$ cat config.mk
export PLATFORM = sky130hd
export DESIGN_NAME = lcdsc_top
export DESIGN_NICKNAME = d
export VERILOG_FILES = /design/src/lcdsc_pkg.sv /design/src/lcdsc_prescaler.sv /design/src/lcdsc_top.sv
export VERILOG_INCLUDE_DIRS = /design/src
export SDC_FILE = /design/constraint.sdc
export NUM_CORES = 1
export LEC_CHECK = 0
export BUFFER_PORTS_ARGS = -buffer_cell sky130_fd_sc_hd__buf_2
export CAP_MARGIN = 20
export CORE_MARGIN = 4
export CORE_UTILIZATION = 49
export DETAILED_ROUTE_END_ITERATION = 10
export GPL_ROUTABILITY_DRIVEN = 0
export PLACE_DENSITY_LB_ADDON = 0.12
export SYNTH_ARGS = -nofsm -noshare
export SYNTH_HDL_FRONTEND = slang
export SYNTH_HIERARCHICAL = 1
export SYNTH_SLANG_ARGS = --single-unit
$ cat constraint.sdc
create_clock -name core_clk_i -period 4.2 [get_ports core_clk_i]
set_input_delay 0.21 -clock core_clk_i [delete_from_list [all_inputs] [get_ports core_clk_i]]
set_output_delay 0.21 -clock core_clk_i [all_outputs]
set_load 0.02 [all_outputs]
$ cat src/lcdsc_params.svh
`ifndef LCDSC_PARAMS_SVH
`define LCDSC_PARAMS_SVH
// Register addresses on the plain register port
`define LCDSC_ADDR_W 10
`define LCDSC_OFF_CLK_DIV 10'h020
`define LCDSC_OFF_PRESCALER 10'h023
`define LCDSC_OFF_LCD_CONTROL 10'h03a
`define LCDSC_OFF_COM_SCAN 10'h03b
`define LCDSC_RAM_BASE 10'h200
`define LCDSC_RAM_LAST 10'h227
// Reset values
`define LCDSC_CLK_DIV_RST 3'h4
`define LCDSC_PRESCALER_RST 3'h0
`define LCDSC_LCD_CONTROL_RST 6'h00
`define LCDSC_COM_SCAN_RST 4'h0
// Control register fields
`define LCDSC_CTL_POWER_OFF 7
`define LCDSC_CTL_BLANK 6
`define LCDSC_CTL_COM_REUSE 5
`define LCDSC_CTL_ENH_DRIVE 4
`define LCDSC_CTL_SEG_REUSE 3
`define LCDSC_CTL_DUTY 0
// Prescaler fields
`define LCDSC_PRS_CLEAR 7
`define LCDSC_PRS_ENABLE 6
`define LCDSC_PRS_TIMER_EN 5
// Panel geometry
`define LCDSC_NUM_SEG 40
`define LCDSC_NUM_COM 8
// Frame divide for code 0; each next code halves it
`define LCDSC_FRAME_DIV_MAX 16384
`define LCDSC_DIV_W 14
`endif

$ cat src/lcdsc_pkg.sv
`default_nettype none
package lcdsc_pkg;
  typedef enum logic {
    LCDSC_DUTY_QUARTER,
    LCDSC_DUTY_EIGHTH
  } lcdsc_duty_t;
endpackage
`default_nettype wire

$ cat src/lcdsc_prescaler.sv
`include "lcdsc_params.svh"
`default_nettype none
// Divides the timer clock into per-common scan ticks
module lcdsc_prescaler (
  input wire logic core_clk_i,
  input wire logic rst_n_i,
  input wire logic timer_clock_i,
  input wire logic enable_i,
  input wire logic clear_i,
  input wire logic [2:0] div_sel_i,
  input wire logic eighth_i,
  output logic tick_o
);
  logic [`LCDSC_DIV_W-1:0] cnt_r;
  logic [`LCDSC_DIV_W-1:0] limit;
  logic timer_clock_d_r;
  logic timer_clock_rise;

  assign timer_clock_rise = timer_clock_i & ~timer_clock_d_r;

  // Frame period halved per code, then split over the commons
  always_comb begin
    // Shift amount kept four bits wide so codes 6 and 7 cannot wrap
    limit = `LCDSC_DIV_W'(`LCDSC_FRAME_DIV_MAX >> ({1'b0, div_sel_i} + (eighth_i ? 4'h3 : 4'h2)));
    limit = limit - `LCDSC_DIV_W'(1);
  end

  // Edge detect of the timer clock
  always_ff @(posedge core_clk_i or negedge rst_n_i) begin
    if (!rst_n_i) begin
      timer_clock_d_r <= 1'b0;
    end else begin
      timer_clock_d_r <= timer_clock_i;
    end
  end

  // Count timer clock edges into a scan tick
  always_ff @(posedge core_clk_i or negedge rst_n_i) begin
    if (!rst_n_i) begin
      cnt_r <= '0;
      tick_o <= 1'b0;
    end else begin
      tick_o <= 1'b0;
      if (clear_i || !enable_i) begin
        cnt_r <= '0;
      end else if (timer_clock_rise) begin
        if (cnt_r >= limit) begin
          cnt_r <= '0;
          tick_o <= 1'b1;
        end else begin
          cnt_r <= cnt_r + `LCDSC_DIV_W'(1);
        end
      end
    end
  end
endmodule
`default_nettype wire

$ cat src/lcdsc_top.sv
// How it works
// Duty bit picks 1/4 or 1/8 multiplex
// Forty segments, eight commons, byte per segment
// Display memory has no reset
// Bit 0 one means 1/8 duty
// Divider code sets frame clock rate
// Divider field resets to 100, readable
// Software sets prescaler enable to run
// Bit 7 one switches panel power off
// Bit 6 blanks segments, scanning continues
// Bit 5 frees commons four to seven
// 1/8 reuse: upper commons follow scan port
// Bit 4 selects enhanced drive
// Bit 3 frees segments zero to three
// Control register write-only, resets zero
// Segment n at 200H plus n
// 1/4 duty ignores upper four bits
// Memory readable and writable anytime
// Commons activate in turn, segments follow bits
`include "lcdsc_params.svh"
`default_nettype none
module lcdsc_top (
  input wire logic core_clk_i,
  input wire logic rstn_i,
  input wire logic timer_clock_i,
  input wire logic [`LCDSC_ADDR_W-1:0] addr_i,
  input wire logic [7:0] wdata_i,
  input wire logic wr_i,
  input wire logic rd_i,
  output logic [7:0] rdata_o,
  output logic [`LCDSC_NUM_SEG-1:0] segment_outputs_o,
  output logic [`LCDSC_NUM_COM-1:0] common_outputs_o,
  output logic [3:0] seg_gpo_o,
  output logic [3:0] com_gpo_o,
  output logic panel_power_off_o,
  output logic enhanced_drive_o,
  output logic eighth_duty_o
);
  logic rst_s1_r;
  logic rst_n;
  logic [2:0] clk_div_r;
  logic [2:0] prescaler_r;
  logic [5:0] ctl_r;
  logic [3:0] com_scan_r;
  logic [7:0] ram_r [0:`LCDSC_NUM_SEG-1];
  logic [2:0] com_idx_r;
  logic tick;
  logic ram_hit;
  logic [5:0] ram_idx;
  lcdsc_pkg::lcdsc_duty_t duty;
  logic power_off;
  logic blank;
  logic com_reuse;
  logic seg_reuse;
  logic [`LCDSC_NUM_SEG-1:0] seg_nxt;
  logic [`LCDSC_NUM_COM-1:0] com_nxt;

  // Reset release through two flops
  always_ff @(posedge core_clk_i or negedge rstn_i) begin
    if (!rstn_i) begin
      rst_s1_r <= 1'b0;
      rst_n <= 1'b0;
    end else begin
      rst_s1_r <= 1'b1;
      rst_n <= rst_s1_r;
    end
  end

  // address decode
  function automatic logic in_ram(input logic [`LCDSC_ADDR_W-1:0] a);
    in_ram = (a >= `LCDSC_RAM_BASE) && (a <= `LCDSC_RAM_LAST);
  endfunction

  assign ram_hit = in_ram(addr_i);
  assign ram_idx = 6'(addr_i - `LCDSC_RAM_BASE);

  // Control fields; ctl_r holds bits 7..3 and bit 0
  assign power_off = ctl_r[5];
  assign blank = ctl_r[4];
  assign com_reuse = ctl_r[3];
  assign seg_reuse = ctl_r[1];
  // duty select
  assign duty = ctl_r[0] ? lcdsc_pkg::LCDSC_DUTY_EIGHTH : lcdsc_pkg::LCDSC_DUTY_QUARTER;

  // divider select register
  always_ff @(posedge core_clk_i or negedge rst_n) begin
    if (!rst_n) begin
      clk_div_r <= `LCDSC_CLK_DIV_RST;
    end else if (wr_i && addr_i == `LCDSC_OFF_CLK_DIV) begin
      clk_div_r <= wdata_i[2:0];
    end
  end

  // Prescaler control; clear bit acts as a one-cycle pulse
  always_ff @(posedge core_clk_i or negedge rst_n) begin
    if (!rst_n) begin
      prescaler_r <= `LCDSC_PRESCALER_RST;
    end else if (wr_i && addr_i == `LCDSC_OFF_PRESCALER) begin
      prescaler_r <= wdata_i[7:5];
    end else begin
      prescaler_r[2] <= 1'b0;
    end
  end

  // write-only control register
  always_ff @(posedge core_clk_i or negedge rst_n) begin
    if (!rst_n) begin
      ctl_r <= `LCDSC_LCD_CONTROL_RST;
    end else if (wr_i && addr_i == `LCDSC_OFF_LCD_CONTROL) begin
      ctl_r <= {wdata_i[7:3], wdata_i[`LCDSC_CTL_DUTY]};
    end
  end

  // Common scan port for reused upper commons
  always_ff @(posedge core_clk_i or negedge rst_n) begin
    if (!rst_n) begin
      com_scan_r <= `LCDSC_COM_SCAN_RST;
    end else if (wr_i && addr_i == `LCDSC_OFF_COM_SCAN) begin
      com_scan_r <= wdata_i[3:0];
    end
  end

  // display memory, no reset, access at any time
  always_ff @(posedge core_clk_i) begin
    if (wr_i && ram_hit) begin
      ram_r[ram_idx] <= wdata_i;
    end
  end

  // Read data one cycle after the strobe; control reads zero
  always_ff @(posedge core_clk_i or negedge rst_n) begin
    if (!rst_n) begin
      rdata_o <= 8'h00;
    end else if (rd_i) begin
      if (ram_hit) begin
        // memory read
        rdata_o <= ram_r[ram_idx];
      end else if (addr_i == `LCDSC_OFF_CLK_DIV) begin
        rdata_o <= {5'h00, clk_div_r};
      end else if (addr_i == `LCDSC_OFF_PRESCALER) begin
        rdata_o <= {prescaler_r, 5'h00};
      end else if (addr_i == `LCDSC_OFF_COM_SCAN) begin
        rdata_o <= {4'h0, com_scan_r};
      end else begin
        rdata_o <= 8'h00;
      end
    end else begin
      rdata_o <= 8'h00;
    end
  end

  // scan tick from the timer clock
  lcdsc_prescaler u_prescaler (
    .core_clk_i(core_clk_i),
    .rst_n_i(rst_n),
    .timer_clock_i(timer_clock_i),
    .enable_i(prescaler_r[1]),
    .clear_i(prescaler_r[2]),
    .div_sel_i(clk_div_r),
    .eighth_i(ctl_r[0]),
    .tick_o(tick)
  );

  // common sequencer wraps at the duty length
  always_ff @(posedge core_clk_i or negedge rst_n) begin
    if (!rst_n) begin
      com_idx_r <= 3'h0;
    end else if (tick) begin
      if (duty == lcdsc_pkg::LCDSC_DUTY_EIGHTH) begin
        com_idx_r <= com_idx_r + 3'h1;
      end else begin
        com_idx_r <= {1'b0, com_idx_r[1:0] + 2'h1};
      end
    end
  end

  // Segment and common levels for the current common
  always_comb begin
    seg_nxt = '0;
    com_nxt = '0;
    // each segment takes bit of its byte
    for (int s = 0; s < `LCDSC_NUM_SEG; s++) begin
      seg_nxt[s] = ram_r[s][com_idx_r];
    end
    com_nxt[com_idx_r] = 1'b1;
    // upper bits unused at quarter duty
    if (duty == lcdsc_pkg::LCDSC_DUTY_QUARTER) begin
      com_nxt[7:4] = 4'h0;
    end
    // blank segments, commons keep scanning
    if (blank) begin
      seg_nxt = '0;
    end
    // segment pins zero to three as outputs
    if (seg_reuse) begin
      seg_nxt[3:0] = 4'h0;
    end
    // upper commons as outputs
    if (com_reuse) begin
      com_nxt[7:4] = 4'h0;
    end
    // power off silences the panel
    if (power_off) begin
      seg_nxt = '0;
      com_nxt = '0;
    end
  end

  // Registered panel drive
  always_ff @(posedge core_clk_i or negedge rst_n) begin
    if (!rst_n) begin
      segment_outputs_o <= '0;
      common_outputs_o <= '0;
      seg_gpo_o <= 4'h0;
      com_gpo_o <= 4'h0;
    end else begin
      segment_outputs_o <= seg_nxt;
      common_outputs_o <= com_nxt;
      // general outputs take segment bytes bit 0
      for (int g = 0; g < 4; g++) begin
        seg_gpo_o[g] <= seg_reuse & ram_r[g][0];
      end
      // reused upper commons follow scan port
      com_gpo_o <= com_reuse ? com_scan_r : 4'h0;
    end
  end

  // status pins for the analog drive
  always_ff @(posedge core_clk_i or negedge rst_n) begin
    if (!rst_n) begin
      panel_power_off_o <= 1'b0;
      enhanced_drive_o <= 1'b0;
      eighth_duty_o <= 1'b0;
    end else begin
      panel_power_off_o <= power_off;
      // Bit 4 sits at ctl_r[2] after packing bits 7..3 above the duty bit
      enhanced_drive_o <= ctl_r[`LCDSC_CTL_ENH_DRIVE - 2];
      eighth_duty_o <= ctl_r[0];
    end
  end
endmodule
`default_nettype wire

After elaboration in Yosys (flattened, before gate mapping)

Memory sizes are Yosys's and may differ from the RTL's.
Cells that the tools add are included.

Flip-flop bits (word level): 104
Bits in writable memories: 320
Input bits: 23
Logic and storage cells: 158
Memories kept: 1

$add $sub $neg: 6
$lt $le $gt $ge: 5
Equal/unequal tests: 4
Shift-type cells: 1
Multiplexer cells: 106
Bitwise logic cells: 6
Reduce and logical (&&, ||, !) cells: 10

Memories:

| memory | depth | bits a word | read ports | clocked after Yosys merged registers in | write ports | line            | text |
|---|---|---|---|---|---|---|---|
| ram_r  | 40    | 8           | 41         | 0                                       | 1           | lcdsc_top.sv:45 | `` logic [7:0] ram_r [0:`LCDSC_NUM_SEG-1]; `` |

Operators by type and width:

| kind                  | number |
|---|---|
| $bmux 1 s3            | 40 |
| $mux 40               | 2 |
| $mux 1                | 49 |
| $mux 14               | 3 |
| $eq 10x6->1 const B   | 4 |
| $mux 8                | 5 |
| $mux 4                | 5 |
| $shr 15x4->14 const A | 1 |
| $add 14x1->14 const B | 1 |
| $ge 14x14->1          | 1 |
| $sub 14x1->14 const B | 1 |
| $ge 10x10->1 const B  | 1 |
| $le 10x10->1 const B  | 1 |
| $logic_and 1x1->1     | 7 |
| $sub 6x1->6 const B   | 1 |
| $and 1x1->1           | 5 |
| $add 3x4->4           | 1 |
| $lt 3x4->1 const B    | 1 |
| $add 3x1->3 const B   | 1 |
| $demux 1 s3           | 1 |
| $ge 3x1->1 const B    | 1 |
| $mux 3                | 1 |
| $add 2x1->2 const B   | 1 |
| $reduce_bool 2->1     | 1 |
| 3 further kinds       | 3 |

Logic depth before layout (Yosys ltp)

Depth in word-level cells: 8
Mapped depth: 18

Modules after synthesis

Netlist, hierarchy kept.

By module, submodules not included:

| module          | instances | cells an instance | area an instance (µm²) | sequential area each (µm²) |
|---|---|---|---|---|
| lcdsc_top       | 1         | 1222              | 22859.4                | 15536.2 |
| lcdsc_prescaler | 1         | 191               | 1641.6                 | 400.4 |

Worst setup path after synthesis

OpenSTA, ideal clock, no wires.

Path type: reg-to-reg
Start point: reg ctl_r[0]
End point: reg u_prescaler.cnt_r[2]
Setup time: 0.069 ns
Arrival: 3.305 ns
Required time: 4.131 ns
Slack: 0.826 ns
Cell stages (with the launch flop): 17
Path through: dfrtp_1 -> ha_1 -> inv_1 -> ha_1 -> clkbuf_1 -> nand4_1 -> ha_1 -> clkbuf_1 -> a21oi_1 -> a211o_1 -> ha_1 -> nand4_1 -> a21oi_2 -> o311ai_4 -> a31oi_4 -> buf_6 -> nor2_2

Word-level cells in the longest chain between the ends: 8

Ends and longest elaborated chain:

| what                           | line                  | text |
|---|---|---|
| from (decl)                    | lcdsc_top.sv:43       | `logic [5:0] ctl_r;` |
| from (signal assigned)         | lcdsc_top.sv:108      | `` ctl_r <= `LCDSC_LCD_CONTROL_RST; `` |
| from (signal assigned)         | lcdsc_top.sv:110      | `` ctl_r <= {wdata_i[7:3], wdata_i[`LCDSC_CTL_DUTY]}; `` |
| $mux 1                         | lcdsc_prescaler.sv:24 | `` limit = `LCDSC_DIV_W'(`LCDSC_FRAME_DIV_MAX >> ({1'b0, div_sel_i} + (eighth_i ? 4'h3 : 4'h2))); `` |
| $add 3x4->4                    | lcdsc_prescaler.sv:24 |  |
| $shr 15x4->14 (no source line) | --                    |  |
| $sub 14x1->14                  | lcdsc_prescaler.sv:25 | `` limit = limit - `LCDSC_DIV_W'(1); `` |
| $ge 14x14->1                   | lcdsc_prescaler.sv:47 | `if (cnt_r >= limit) begin` |
| $mux 14                        | lcdsc_prescaler.sv:47 |  |
| $mux 14                        | lcdsc_prescaler.sv:46 | `end else if (timer_clock_rise) begin` |
| $mux 14                        | lcdsc_prescaler.sv:44 | `if (clear_i \|\| !enable_i) begin` |
| to (signal assigned)           | lcdsc_prescaler.sv:51 | `` cnt_r <= cnt_r + `LCDSC_DIV_W'(1); `` |
| to (decl)                      | lcdsc_prescaler.sv:14 | `` logic [`LCDSC_DIV_W-1:0] cnt_r; `` |

No other way between the ends. The select of a mux whose other input is x is not followed.
A chain may end at the register's enable or synchronous reset.

Worst setup path after layout

Start point: reg ctl_r[0]
End point: reg u_prescaler.cnt_r[10]

Same word-level chain as after synthesis.

==> reports/qor.csv <==
metric,value,unit
status,finished clean,
grt_use_total,0.236,
finalInstanceArea,27900,um2
min_period,3.84,ns
endpoint,u_prescaler/cnt_r[10],
cts_htree_levels,2,
start_util,0.498,
clk_path_buf_depth,3,
antenna_cells,0,
timing.fmax,0.261,GHz
fin_skew,0.0142,ns
tritoncts,built,
area_growth,13.8,%
p_per_area,418,nW/um2
tightest_slew,1.06,ns
root_buffer,clkbuf_16,
grt_pass1_wl,93.4,mm
grt_overflow,0,
clock_sinks,548,
yosysWarnings,6,
io_pins,90,
viasPerCell,5.94,
path_class,reg2reg,
worstPathArrival,4.32,ns
cp_max_fo,16,
tns,0,ns
coreArea,49200,um2
ys_async_sr_fraction,0.190,
place.port_buffers,89,
final_cells,2340,
synth_cells,1413,
hold_viol,0,
synth_seq_cells,548,
drtPass1Iterations,6,
drc,0,
hpwl,41.5,mm
clk_transition_reported_paths,0.06,ns
syn_area,24500,um2
rsz0062_at_grt,no,
reg2reg_from,ctl_r[0],
setup_viol,0,
worstHoldPathType,in2reg,
holdWs,0.145,ns
wl_per_cell,26.9,um
power_leakage,9.94,nW
die_area,53600,um2
cts_resized,0,
final_util,0.567,
rr_endpoint,u_prescaler/cnt_r[10],
maxCapViolations,0,
startpoint,ctl_r[0],
antenna_left,0,
ff2ff_setup_slack,0.36,ns
dp_slack,0.265,ns
dpl_cell_area,25900,um2
drt_iter0_drc,1345,
end_kind,flip-flop,
num_vias,13907,
placed_cells,2225,
r2r_cells,15,
drive_above_1_share,0.254,
avgSynthCellArea,17.3,um2
rows,81,
hold_path_depth,3,
finalCritPeriodShare,0.913,
grt_max_degree,67,
maxSlewViolCount,0,
synth_edf_count,444,
routed_wl,62.9,mm
grt_pass1_vias,14348,
required,4.69,ns
cts_buffers,57,
ys_seq_area_frac,0.650,
slew_headroom,0.293,
ys_types,85,
power.total,11.7,mW
nets,1672,
ir_drop,0.000374,V
die_w,232,um
crit_path_start_kind,flip-flop,
fin_ws,0.364,ns
grt_antenna_before_repair,1,
insertion_delay,0.61,ns
die_h,232,um
ys.flop_type,edfxtp_1,
## cells in the final DEF, fill, tap and decap left out, types with 5 or more instances in the layout
| cell | count |
|---|---|
| xor2_1 | 13 |
| edfxtp_1 | 444 |
| dfrtp_1 | 99 |
| nor2_2 | 13 |
| o21ai_0 | 22 |
| conb_1 | 125 |
| a31oi_1 | 11 |
| mux4_1 | 27 |
| a211oi_1 | 9 |
| nand2b_1 | 13 |
| nand2_1 | 50 |
| mux4_2 | 140 |
| a22o_1 | 5 |
| nor3_1 | 33 |
| clkinv_2 | 17 |
| bufinv_16 | 6 |
| dlygate4sd3_1 | 7 |
| nor2b_1 | 8 |
| and2_1 | 14 |
| clkinv_1 | 9 |
| nor2_1 | 114 |
| mux2_2 | 33 |
| o22ai_1 | 27 |
| o221ai_1 | 9 |
| buf_4 | 28 |
| ha_1 | 21 |
| mux2i_1 | 61 |
| a21oi_1 | 25 |
| and3_1 | 6 |
| inv_1 | 8 |
| clkbuf_1 | 7 |
| buf_2 | 86 |
| nand4_1 | 13 |
| clkbuf_16 | 58 |
| nand3_1 | 14 |
## power breakdown
part	switching [mW]	leakage [nW]	internal (mW)
clock	2.10	0.923	2.93
combinational	0.394	3.59	0.200
sequential	0.0335	5.43	6.00
total	2.53	9.94	9.13
## routing by layer
layer | share of wire | routed length, um | global-route usage | up-vias
met5 | 0.00021 | 13 | 0 | -
met2 | 0.48 | 30200 | 0.379 | 530
met4 | 0.031 | 1970 | 0.0757 | 2
met1 | 0.42 | 26300 | 0.330 | 7251
li1 | - | - | - | 6016
met3 | 0.069 | 4320 | 0.0462 | 108
## Yosys cell counts (4+ instances only)
master	instances	area share
nand3_1	14	0.0029
a21oi_1	25	0.0051
o31ai_1	4	0.0012
nand4_1	13	0.0033
inv_1	8	0.0012
ha_1	21	0.011
nor3_1	33	0.0067
buf_1	4	0.00061
a31oi_1	11	0.0028
o21ai_0	22	0.0045
o22a_1	4	0.0014
edfxtp_1	444	0.54
nor2b_1	8	0.0020
buf_2	29	0.0059
mux2_2	33	0.015
mux4_1	27	0.029
nand2_1	50	0.0077
mux4_2	140	0.13
nand2b_1	13	0.0033
nor2_2	13	0.0033
buf_6	13	0.0060
buf_4	15	0.0046
o22ai_1	27	0.0069
mux2i_1	61	0.025
nor2_1	114	0.017
o221ai_1	9	0.0032
dfrtp_1	103	0.11
and2_1	14	0.0036
a211oi_1	9	0.0028
xor2_1	13	0.0046
clkbuf_1	28	0.0043
a22o_1	5	0.0018
and3_1	6	0.0015
## cell type report
class | instances | area (um2)
multi-input cells | 886 | 8400
clock inverters | 40 | 369
clock buffers | 67 | 1510
repair buffers | 126 | 802
inverters | 9 | 33.8
fillers | 3874 | 21300
well taps | 664 | 831
flip-flops and latches | 548 | 15900
## how the worst min path moves through the flow
stage	startpoint	to	slack, ns
after global placement	rstn_i	rst_s1_r	-0.003
after CTS	addr_i[3]	rdata_o[7]	0.08
after global routing	addr_i[3]	rdata_o[7]	0.14
after floorplan	rstn_i	rst_n	-0.09
after detailed placement	rstn_i	rst_n	0.0009
final	addr_i[3]	rdata_o[7]	0.15
## timing repair
action,in CTS,in global routing
setup endpoints to repair,0,12
setup buffers,0,1
hold buffers,7,0
hold endpoints to repair,15,0
## sequential cells by signal, indices dropped and copies added, names as in the netlist, 3 cells and up
name,cells
u_prescaler/cnt_r,14
segment_outputs_o,40
prescaler_r,3
com_idx_r,3
com_scan_r,4
clk_div_r,3
ctl_r,6
seg_gpo_o,4
com_gpo_o,4
rdata_o,8
common_outputs_o,8
ram_r,444
## worst max-delay path, stage by stage, from the launching register on
cell	delay, ns
dfrtp_1	0.41
ha_1	0.24
inv_1	0.06
ha_1	0.54
nor2_1	0.12
nand3_1	0.13
ha_1	0.46
o22ai_1	0.16
a211o_1	0.32
ha_1	0.30
nand4_1	0.15
o21ai_0	0.20
nand2_1	0.15
a31oi_4	0.23
buf_12	0.17
nor2_1	0.06
## cell families after synthesis
| group | count (synthesis) | synth area share |
|---|---|---|
| muxes | 262 | 0.198 |
| adders and majority gates | 21 | 0.0107 |
| xor gates and xnor gates | 17 | 0.00684 |
| and+or+nand+nor | 306 | 0.0620 |
| buffers and inverters | 102 | 0.0254 |
| DFF | 548 | 0.650 |
| AOI/OAI and AO/OA | 155 | 0.0461 |
| other | 2 | 0.000307 |
Note: power is estimated with default switching activity, not from simulation.
